<file path="config.mk">
export PLATFORM = sky130hd
export DESIGN_NAME = gpp_port
export DESIGN_NICKNAME = d
export VERILOG_FILES = /design/src/rtl/gpp_pkg.sv /design/src/rtl/gpp_port.sv
export SDC_FILE = /design/constraint.sdc
export NUM_CORES = 1
export LEC_CHECK = 0
export BUFFER_PORTS_ARGS = -buffer_cell sky130_fd_sc_hd__buf_2
export CORE_MARGIN = 1.5
export CORE_UTILIZATION = 41
export DETAILED_ROUTE_END_ITERATION = 12
export PLACE_DENSITY = 0.69
export SYNTH_ARGS = -nofsm -noshare
export SYNTH_HDL_FRONTEND = slang
export SYNTH_SLANG_ARGS = --single-unit
export TNS_END_PERCENT = 5
</file>
<file path="constraint.sdc">
create_clock -name clk -period 1.4 [get_ports clk]
set_input_delay 0 -clock clk [delete_from_list [all_inputs] [get_ports clk]]
set_output_delay 0 -clock clk [all_outputs]
set_load 0.03 [all_outputs]
</file>
<file path="src/rtl/gpp_pkg.sv">
package gpp_pkg;

  localparam int ADDR_W = 4;
  localparam int DATA_W = 8;

  // Register map, one register per address
  localparam logic [ADDR_W-1:0] REG_B_PINS = 4'h0;
  localparam logic [ADDR_W-1:0] REG_B_LATCH = 4'h1;
  localparam logic [ADDR_W-1:0] REG_B_DIR = 4'h2;
  localparam logic [ADDR_W-1:0] REG_B_PULLUP = 4'h3;
  localparam logic [ADDR_W-1:0] REG_B_CHG_EN = 4'h4;
  localparam logic [ADDR_W-1:0] REG_SLEW = 4'h5;
  localparam logic [ADDR_W-1:0] REG_INT_MAIN = 4'h6;
  localparam logic [ADDR_W-1:0] REG_INT_EDGE = 4'h7;
  localparam logic [ADDR_W-1:0] REG_INT_EXT = 4'h8;
  localparam logic [ADDR_W-1:0] REG_ANSEL_HI = 4'h9;
  localparam logic [ADDR_W-1:0] REG_C_PINS = 4'ha;
  localparam logic [ADDR_W-1:0] REG_C_LATCH = 4'hb;
  localparam logic [ADDR_W-1:0] REG_C_DIR = 4'hc;
  localparam logic [ADDR_W-1:0] REG_IRQ_STAT = 4'hd;
  localparam logic [ADDR_W-1:0] REG_IRQ_MASK = 4'he;

  // Implemented bits per register; all others read 0
  localparam logic [7:0] MASK_CHG_EN = 8'hf0;
  localparam logic [7:0] MASK_SLEW = 8'h1f;
  localparam logic [7:0] MASK_ANSEL = 8'h1f;
  localparam logic [7:0] MASK_IRQ = 8'h03;

  // Reset values
  localparam logic [7:0] RST_DIR = 8'hff;
  localparam logic [7:0] RST_LATCH = 8'h00;
  localparam logic [7:0] RST_PULLUP = 8'h00;
  localparam logic [7:0] RST_SLEW = 8'h00;
  localparam logic RST_PULLUP_DIS = 1'b1;
  localparam logic RST_RELOCATE = 1'b1;

  // Field positions
  localparam int BIT_CHG_FLAG = 0;
  localparam int BIT_CHG_IRQ_EN = 3;
  localparam int BIT_PULLUP_DIS = 7;
  localparam int BIT_PROG_CLK = 6;
  localparam int BIT_PROG_DATA = 7;
  localparam int BIT_CCP_ALT = 3;
  localparam int BIT_CCP_DEF = 1;
  localparam int BIT_STAT_CHG = 0;
  localparam int BIT_STAT_PROG = 1;
  localparam int BIT_CFG_RELOCATE = 0;
  localparam int BIT_CFG_ANALOG = 1;
  localparam logic [7:0] PROG_PINS = 8'hc0;

  typedef enum logic [1:0] {INIT_SYNC0, INIT_SYNC1, INIT_LOAD, INIT_DONE} gpp_init_e;

  // Analog select bits onto second-port pins 0..4
  function automatic logic [7:0] gpp_ansel_pins(input logic [4:0] ans);
    gpp_ansel_pins = {3'h0, ans[3], ans[1], ans[0], ans[2], ans[4]};
  endfunction : gpp_ansel_pins

endpackage : gpp_pkg

</file>
<file path="src/rtl/gpp_port.sv">
// Function
// - third port is eight individually directed pins
// - direction bit 1 disables the output driver
// - direction bit 0 drives output latch value
// - latch readable; read-modify-write uses latch value
// - capture pin on third bit1, relocatable, default 1
// - serial peripherals override third-port pin direction
// - after reset all third-port pins are inputs
// - direction read returns stored value despite overrides
// - second-port bits 0..7 have weak pull-ups
// - programming mode makes bit 6 clock input
// - programming mode makes bit 7 bidirectional data
// - programming mode disables other functions on 6,7
// - analog-default bit sets analog pins after reset
// - unimplemented bits ignore writes, read zero
`timescale 1ns/1ps
module gpp_port (
  // Clock and reset
  input wire logic clk,
  input wire logic rst_n,
  // Register port
  input wire logic [gpp_pkg::ADDR_W-1:0] addr,
  input wire logic [gpp_pkg::DATA_W-1:0] wdata,
  input wire logic wr_en,
  input wire logic rd_en,
  output logic [gpp_pkg::DATA_W-1:0] rdata,
  output logic irq,
  // Configuration straps
  input wire logic cfg_relocate,
  input wire logic cfg_analog_default,
  // Second-port pins
  input wire logic [7:0] second_port_pin_levels_in,
  output logic [7:0] second_port_pin_levels_out,
  output logic [7:0] second_port_pin_levels_oe,
  output logic [7:0] second_port_pin_levels_pullup,
  output logic [7:0] second_port_pin_levels_analog,
  // Third-port pins
  input wire logic [7:0] third_port_pin_levels_in,
  output logic [7:0] third_port_pin_levels_out,
  output logic [7:0] third_port_pin_levels_oe,
  output logic [4:0] slew_ctrl,
  // Serial peripherals on the third port
  input wire logic [7:0] periph_c_en,
  input wire logic [7:0] periph_c_oe,
  input wire logic [7:0] periph_c_out,
  output logic [7:0] periph_c_in,
  // Capture/compare unit two
  input wire logic capture_compare_unit_two_en,
  input wire logic capture_compare_unit_two_drive,
  input wire logic capture_compare_unit_two_out,
  output logic capture_compare_unit_two_in,
  // Serial programming and debug
  input wire logic prog_en,
  input wire logic pgd_oe,
  input wire logic pgd_out,
  output logic pgc_clk,
  output logic pgd_in
);
  import gpp_pkg::*;

  typedef struct packed {
    logic [7:0] b_s1;
    logic [7:0] b_s2;
    logic [7:0] c_s1;
    logic [7:0] c_s2;
    logic [1:0] cfg_s1;
    logic [1:0] cfg_s2;
    gpp_init_e init;
    logic relocate;
    logic [7:0] second_port_output_latch;
    logic [7:0] second_port_direction;
    logic [7:0] second_port_pullup_enable;
    logic [7:0] second_port_change_irq_enable;
    logic [4:0] slew;
    logic chg_ie;
    logic chg_flag;
    logic pu_dis;
    logic [4:0] ansel;
    logic [7:0] third_port_output_latch;
    logic [7:0] third_port_direction;
    logic [7:0] snap;
    logic [1:0] stat;
    logic [1:0] mask;
    logic prog_d;
    logic chg_irq_d;
    logic [7:0] rdata;
    logic [7:0] pb_out;
    logic [7:0] pb_oe;
    logic [7:0] pb_pu;
    logic [7:0] pc_out;
    logic [7:0] pc_oe;
  } gpp_state_s;

  gpp_state_s s_q;
  gpp_state_s s_d;

  logic [7:0] analog_pins;
  logic [7:0] b_dig;
  logic [7:0] prog_mask;
  logic [7:0] chg_hit;
  logic [1:0] irq_ev;
  logic ccp_on_b;
  logic ccp_on_c;
  logic [7:0] rd_val;

  assign analog_pins = gpp_ansel_pins(s_q.ansel);
  assign b_dig = s_q.b_s2 & ~analog_pins;
  assign prog_mask = prog_en ? PROG_PINS : 8'h00;
  assign ccp_on_b = capture_compare_unit_two_en & ~s_q.relocate;
  assign ccp_on_c = capture_compare_unit_two_en & s_q.relocate;
  // Enabled upper input pins that differ from the last pin read
  assign chg_hit = s_q.second_port_change_irq_enable & s_q.second_port_direction & (s_q.b_s2 ^ s_q.snap) & MASK_CHG_EN & ~prog_mask;
  assign irq_ev = {prog_en & ~s_q.prog_d, s_q.chg_flag & s_q.chg_ie & ~s_q.chg_irq_d};

  // Read multiplexer; unmapped addresses read zero
  always_comb begin
    rd_val = 8'h00;
    case (addr)
      REG_B_PINS: rd_val = b_dig;
      REG_B_LATCH: rd_val = s_q.second_port_output_latch;
      REG_B_DIR: rd_val = s_q.second_port_direction;
      REG_B_PULLUP: rd_val = s_q.second_port_pullup_enable;
      REG_B_CHG_EN: rd_val = s_q.second_port_change_irq_enable & MASK_CHG_EN;
      REG_SLEW: rd_val = {3'h0, s_q.slew};
      REG_INT_MAIN: begin
        rd_val[BIT_CHG_IRQ_EN] = s_q.chg_ie;
        rd_val[BIT_CHG_FLAG] = s_q.chg_flag;
      end
      REG_INT_EDGE: rd_val[BIT_PULLUP_DIS] = s_q.pu_dis;
      REG_ANSEL_HI: rd_val = {3'h0, s_q.ansel};
      REG_C_PINS: rd_val = s_q.c_s2;
      REG_C_LATCH: rd_val = s_q.third_port_output_latch;
      REG_C_DIR: rd_val = s_q.third_port_direction;
      REG_IRQ_STAT: rd_val = {6'h00, s_q.stat};
      REG_IRQ_MASK: rd_val = {6'h00, s_q.mask};
      default: rd_val = 8'h00;
    endcase
  end

  always_comb begin
    s_d = s_q;
    s_d.b_s1 = second_port_pin_levels_in;
    s_d.b_s2 = s_q.b_s1;
    s_d.c_s1 = third_port_pin_levels_in;
    s_d.c_s2 = s_q.c_s1;
    s_d.cfg_s1[BIT_CFG_RELOCATE] = cfg_relocate;
    s_d.cfg_s1[BIT_CFG_ANALOG] = cfg_analog_default;
    s_d.cfg_s2 = s_q.cfg_s1;
    s_d.prog_d = prog_en;
    s_d.chg_irq_d = s_q.chg_flag & s_q.chg_ie;

    // Straps are caught once they have passed the synchroniser
    unique case (s_q.init)
      INIT_SYNC0: s_d.init = INIT_SYNC1;
      INIT_SYNC1: s_d.init = INIT_LOAD;
      INIT_LOAD: begin
        s_d.relocate = s_q.cfg_s2[BIT_CFG_RELOCATE];
        s_d.ansel = s_q.cfg_s2[BIT_CFG_ANALOG] ? MASK_ANSEL[4:0] : 5'h00;
        s_d.init = INIT_DONE;
      end
      INIT_DONE: s_d.init = INIT_DONE;
    endcase

    // Register writes; port writes land in the latch
    if (wr_en) begin
      case (addr)
        REG_B_PINS, REG_B_LATCH: s_d.second_port_output_latch = wdata;
        REG_B_DIR: s_d.second_port_direction = wdata;
        REG_B_PULLUP: s_d.second_port_pullup_enable = wdata;
        REG_B_CHG_EN: s_d.second_port_change_irq_enable = wdata & MASK_CHG_EN;
        REG_SLEW: s_d.slew = wdata[4:0];
        REG_INT_MAIN: begin
          s_d.chg_ie = wdata[BIT_CHG_IRQ_EN];
          s_d.chg_flag = wdata[BIT_CHG_FLAG];
        end
        REG_INT_EDGE: s_d.pu_dis = wdata[BIT_PULLUP_DIS];
        REG_ANSEL_HI: s_d.ansel = wdata[4:0];
        REG_C_PINS, REG_C_LATCH: s_d.third_port_output_latch = wdata;
        REG_C_DIR: s_d.third_port_direction = wdata;
        REG_IRQ_MASK: s_d.mask = wdata[1:0];
        default: s_d.mask = s_q.mask;
      endcase
    end

    // A mismatch sets the flag even in the cycle it is cleared
    if (|chg_hit) begin
      s_d.chg_flag = 1'b1;
    end
    if (rd_en && addr == REG_B_PINS) begin
      s_d.snap = s_q.b_s2;
    end

    // Sticky status: read clears, new event wins
    s_d.stat = ((rd_en && addr == REG_IRQ_STAT) ? 2'h0 : s_q.stat) | irq_ev;
    s_d.rdata = rd_en ? rd_val : 8'h00;

    // Second-port pin drive
    s_d.pb_out = s_q.second_port_output_latch;
    s_d.pb_oe = ~s_q.second_port_direction;
    if (ccp_on_b) begin
      s_d.pb_out[BIT_CCP_ALT] = capture_compare_unit_two_out;
      s_d.pb_oe[BIT_CCP_ALT] = capture_compare_unit_two_drive;
    end
    if (prog_en) begin
      s_d.pb_oe[BIT_PROG_CLK] = 1'b0;
      s_d.pb_oe[BIT_PROG_DATA] = pgd_oe;
      s_d.pb_out[BIT_PROG_DATA] = pgd_out;
    end
    s_d.pb_pu = ~s_d.pb_oe & s_q.second_port_pullup_enable & ~analog_pins & ~prog_mask & {8{~s_q.pu_dis}};

    // Third-port pin drive
    s_d.pc_out = s_q.third_port_output_latch;
    s_d.pc_oe = ~s_q.third_port_direction;
    if (ccp_on_c) begin
      s_d.pc_out[BIT_CCP_DEF] = capture_compare_unit_two_out;
      s_d.pc_oe[BIT_CCP_DEF] = capture_compare_unit_two_drive;
    end
    s_d.pc_oe = (s_d.pc_oe & ~periph_c_en) | (periph_c_oe & periph_c_en);
    s_d.pc_out = (s_d.pc_out & ~periph_c_en) | (periph_c_out & periph_c_en);
  end

  always_ff @(posedge clk or negedge rst_n) begin
    if (!rst_n) begin
      s_q <= '0;
      s_q.init <= INIT_SYNC0;
      s_q.relocate <= RST_RELOCATE;
      s_q.second_port_output_latch <= RST_LATCH;
      s_q.third_port_output_latch <= RST_LATCH;
      s_q.second_port_direction <= RST_DIR;
      s_q.third_port_direction <= RST_DIR;
      s_q.second_port_pullup_enable <= RST_PULLUP;
      s_q.slew <= RST_SLEW[4:0];
      s_q.pu_dis <= RST_PULLUP_DIS;
    end else begin
      s_q <= s_d;
    end
  end

  assign rdata = s_q.rdata;
  assign irq = |(s_q.stat & s_q.mask);
  assign second_port_pin_levels_out = s_q.pb_out;
  assign second_port_pin_levels_oe = s_q.pb_oe;
  assign second_port_pin_levels_pullup = s_q.pb_pu;
  assign second_port_pin_levels_analog = analog_pins & ~prog_mask;
  assign third_port_pin_levels_out = s_q.pc_out;
  assign third_port_pin_levels_oe = s_q.pc_oe;
  assign slew_ctrl = s_q.slew;
  assign periph_c_in = s_q.c_s2;
  assign capture_compare_unit_two_in = s_q.relocate ? s_q.c_s2[BIT_CCP_DEF] : s_q.b_s2[BIT_CCP_ALT];
  assign pgc_clk = prog_en & s_q.b_s2[BIT_PROG_CLK];
  assign pgd_in = prog_en & s_q.b_s2[BIT_PROG_DATA];
endmodule : gpp_port

</file>
==> results.md <==
Outcome:
- The flow ran to the end, but the final reports show violations.
- The final reports fail on setup timing.

Run:
- The max-capacitance violation count is 0.

Global routing:
- The number of global-route vias before repair is 5125.
- The first global-routing pass estimated 28500 um of wire.
- The number of antenna violations at the first check in global routing came to 0.
- Global routing consumed, over all layers together, 21.4% of the routing resources.
- The total overflow reported by the global router is 0.
- The pin count of the biggest net entering global routing is 41.

Placed design:
- At the end of routability-driven placement, the weighted congestion stood at 0.860.
- The number of I/O port buffers is 133.
- The number of placed instances with taps included is 863.
- Detailed placement ended at an HPWL of 12800 um.

STA:
- The shortest clock period the worst path allows after layout is 1430 ps.
- Setup repair after global routing could not meet its margin everywhere.
- Between clock sinks in the finished design, the worst skew comes to 6.09 ps.
- The setup TNS after final layout is -29.8 ps.
- The upper clock frequency limit is 0.699 GHz.
- The final critical-path share of the clock period is 102%.
- The least setup slack across all paths after layout is -29.8 ps.
- The number of endpoints with negative hold slack in the final report was 0.
- The final max-slew violation count came to 0.
- Setup violations remaining at the end of the flow were counted as 1.

Setup path:
- In this run the worst path has a maximum fanout of 2.
- The critical path is of the reg2out type.
- The start point of the critical path is s_q[123]$_DFFE_PN1N_.
- The worst setup path is launched from a flop.
- Walking the worst path, the cells encountered are mux2_4 -> buf_6.
- The start of the worst register-to-register path is s_q[72]$_DFFE_PN0P_.
- The most critical setup path has its endpoint at capture_compare_unit_two_in.
- The endpoint identified for the worst register-to-register timing path is third_port_pin_levels_out[2]$_DFF_PN0_.
- The worst setup path is captured at an output port.
- The largest individual stage delay along the critical path comes from the cell sky130_fd_sc_hd__dfstp_2.
- The cell depth of the worst flop-to-flop path is 2.
- The dominant delay contributor by cell family on the critical path is flip-flops.
- The number of buffer and inverter stages on the critical path is 1.
- The depth of the critical timing path with buffers and inverters included is 2.
- The largest single stage delay on the critical path is 560 ps.
- Data arrives at the worst endpoint at 1430 ps.
- At the worst endpoint, the required time is 1400 ps.
- The worst register-to-register path has a setup slack of 40 ps.

Power:
- In this run the power density over the cells is 1460 nW/um^2.
- VDD sags by at most 0.841 mV.
- The fraction of power spent switching nets is 29.3%.
- The reported net switching power is 3870 uW.
- Per report_power, the combinational group accounts for 20.1% of the total.
- The part of the power in the clock network is 36.2%.
- The total leakage power is 0.00414 uW.
- In this run, flip-flops and latches consume 43.7% of the power.
- The internal power is 9320 uW.

Route:
- The routed layout has 4770 vias.
- The routed wirelength normalized by instance count is 18.4 um.
- The count of unresolved DRC violations after routing is 0.
- The count of nets left with antenna violations after detail routing is 0.
- The first routing iteration left 288 violations.
- The first TritonRoute pass finished after 4 iterations.
- The total wire length is 17800 um.
- The average vias per placed instance is 4.94.

CTS:
- After clock tree synthesis, the clock-pin slew on the worst setup and hold paths is 60 ps.
- The tree is rooted in a sky130_fd_sc_hd__clkbuf_16.
- Clock tree synthesis inserted a total of 17 buffers.
- The TritonCTS clock tree is done.
- The number of sinks on the clock net is 154.
- Clock latency on the worst-skew pair, taken at its later pin, is 420 ps.
- The H-tree was split into 4 levels.
- The clock passes through at most 2 buffers.

Synthesis:
- For this run, the register share of the synthesized area comes to 57.0%.
- The number of enable-type register cells in the synthesized netlist is 0.
- The number of different library cells in the post-synthesis netlist is 61.
- The leading register cell type out of synthesis is sky130_fd_sc_hd__dfrtp_1.
- Averaged over all synthesized cells, the footprint is 12.8 sq um.
- The register bit total from synthesis is 154.
- The number of warning messages in the yosys log is 0.
- The synthesized netlist occupies a cell area of 6800 sq um.
- The number of instances in the synthesized netlist is 532.
- In the synthesized netlist the async set-or-reset flop fraction comes to 100%.

Floorplanning:
- The die height is 132 um.
- The area of the core is 16100 sq um.
- The number of placed I/O pins is 137.
- The floorplan step defined a die boundary enclosing 17400 sq um.
- From left edge to right edge, the die measures 132 um.
- The floorplan has 46 rows.
- The initial core utilization is 42.4%.

Layout:
- The layout net count is 800.
- 0 antenna diodes ended up in the layout.
- The fraction of the core area covered by cells at the end of the flow is 56.1%.
- The number of cells in the finished layout apart from fillers is 965.
- The share of cells above drive strength 1 is 45.1%.
- Relative to the synthesized area, the layout overhead comes to 32.5%.

Worst hold path:
- The type of the most critical hold path is in2async.
cell usage in the layout, fill, tap and decap left out, types with 4 or more instances in the layout:
cell	n
sky130_fd_sc_hd__a21oi_1	15
sky130_fd_sc_hd__a22o_1	6
sky130_fd_sc_hd__a31oi_1	6
sky130_fd_sc_hd__a32o_1	6
sky130_fd_sc_hd__and3_1	5
sky130_fd_sc_hd__buf_12	5
sky130_fd_sc_hd__buf_2	131
sky130_fd_sc_hd__buf_4	64
sky130_fd_sc_hd__clkbuf_16	17
sky130_fd_sc_hd__clkinvlp_4	4
sky130_fd_sc_hd__dfrtp_1	136
sky130_fd_sc_hd__dfstp_2	18
sky130_fd_sc_hd__dlygate4sd3_1	69
sky130_fd_sc_hd__inv_1	9
sky130_fd_sc_hd__mux2_1	8
sky130_fd_sc_hd__mux2_2	68
sky130_fd_sc_hd__mux2i_1	9
sky130_fd_sc_hd__nand2_1	36
sky130_fd_sc_hd__nand2b_1	6
sky130_fd_sc_hd__nand3_1	4
sky130_fd_sc_hd__nor2_1	7
sky130_fd_sc_hd__nor2b_1	13
sky130_fd_sc_hd__nor3_1	8
sky130_fd_sc_hd__o21ai_0	19
sky130_fd_sc_hd__xor2_1	4
cell usage after synthesis, types with 6 or more instances:
master | count | area (sq um)
sky130_fd_sc_hd__a21oi_1 | 16 | 80.1
sky130_fd_sc_hd__a22o_1 | 6 | 52.6
sky130_fd_sc_hd__a31oi_1 | 6 | 37.5
sky130_fd_sc_hd__a32o_1 | 6 | 60.1
sky130_fd_sc_hd__buf_4 | 73 | 548
sky130_fd_sc_hd__buf_6 | 6 | 67.6
sky130_fd_sc_hd__dfrtp_1 | 136 | 3400
sky130_fd_sc_hd__dfstp_2 | 18 | 473
sky130_fd_sc_hd__inv_1 | 9 | 33.8
sky130_fd_sc_hd__mux2_1 | 8 | 90.1
sky130_fd_sc_hd__mux2_2 | 69 | 777
sky130_fd_sc_hd__mux2i_1 | 9 | 90.1
sky130_fd_sc_hd__nand2_1 | 36 | 135
sky130_fd_sc_hd__nand2b_1 | 6 | 37.5
sky130_fd_sc_hd__nor2_1 | 7 | 26.3
sky130_fd_sc_hd__nor2b_1 | 13 | 81.3
sky130_fd_sc_hd__nor3_1 | 8 | 40.0
sky130_fd_sc_hd__o21ai_0 | 19 | 95.1
what timing repair did:
| action | in CTS | in global routing |
|---|---|---|
| gates resized for setup | 3 | 3 |
| endpoints found under the setup margin | 1 | 3 |
| buffers inserted | 1 | 0 |
| pin swaps | 0 | 0 |
| hold buffers | 69 | 0 |
| hold endpoints to repair | 237 | 0 |
flip-flops by register name, summed over array words and instances, names as in the netlist:
signal                         count
rdata                              8
periph_c_in                        8
s_q                               64
s_d                               24
analog_pins                        5
second_port_pin_levels_pullup      8
slew_ctrl                          5
second_port_pin_levels_oe          8
second_port_pin_levels_out         8
third_port_pin_levels_out          8
third_port_pin_levels_oe           8
worst min-delay path by stage:
stage / start / end / slack (ps) / depth (start not counted)
6_report: rst_n / s_d[151]$_DFF_PN0_ / 60 / 2
2_1_floorplan: rst_n / analog_pins[0]$_DFF_PN0_ / -300 / 0
5_1_grt: rst_n / s_d[151]$_DFF_PN0_ / 100 / 2
4_1_cts: rst_n / s_d[151]$_DFF_PN0_ / 50 / 2
3_3_place_gp: rst_n / s_q[152]$_DFF_PN0_ / -60 / 1
3_5_place_dp: rst_n / second_port_pin_levels_oe[7]$_DFF_PN0_ / -60 / 1
routing by layer:
metal	wire length, um	vias up	share of wire (%)	GRT usage (%)
li1	-	2216	-	-
met1	8580	2378	48	30.3
met2	8080	152	45	32.5
met3	812	24	4.6	5.00
met4	313	0	1.8	7.22
met5	0	-	0	0
cell type report:
class / count / area (sq um)
fillers: 1357 / 7040
flip-flops and latches: 154 / 3880
multi-input cells: 282 / 2260
repair buffers: 271 / 1950
clock buffers: 20 / 457
well taps: 216 / 270
clock inverters: 12 / 164
inverters: 10 / 37.5
cells by family after synthesis:
kind of cell,synth area share [%]
flip-flops,57.0
AND/OR/NAND/NOR,9.65
other,0.0551
AO/OA/AOI/OAI,7.94
buffers and inverters,10.2
multiplexers,14.4
XOR/XNOR,0.772
metrics by stage:
stage	hold WS, ps	area [sq um]	power, uW	setup WS [ps]
final	58.7	9010	13200	-29.8
after floorplan	-296	6810	7550	155
after global placement	-64.0	7670	8230	-87.9
after detailed placement	-58.1	7670	8280	-121
after global routing	98.5	9010	13800	-61.1
after CTS	54.9	9000	13300	-38.3
power by group through the flow:
| stage | Combinational (uW) | Clock [uW] | Sequential (uW) |
|---|---|---|---|
| 6_report | 2650 | 4780 | 5760 |
| 5_1_grt | 2850 | 5060 | 5850 |
| 4_1_cts | 2650 | 4860 | 5750 |
| 3_5_place_dp | 2450 | 0 | 5830 |
| 3_3_place_gp | 2420 | 0 | 5810 |
| 2_1_floorplan | 1960 | 0 | 5590 |
Note: power is estimated with default switching activity, not from simulation.
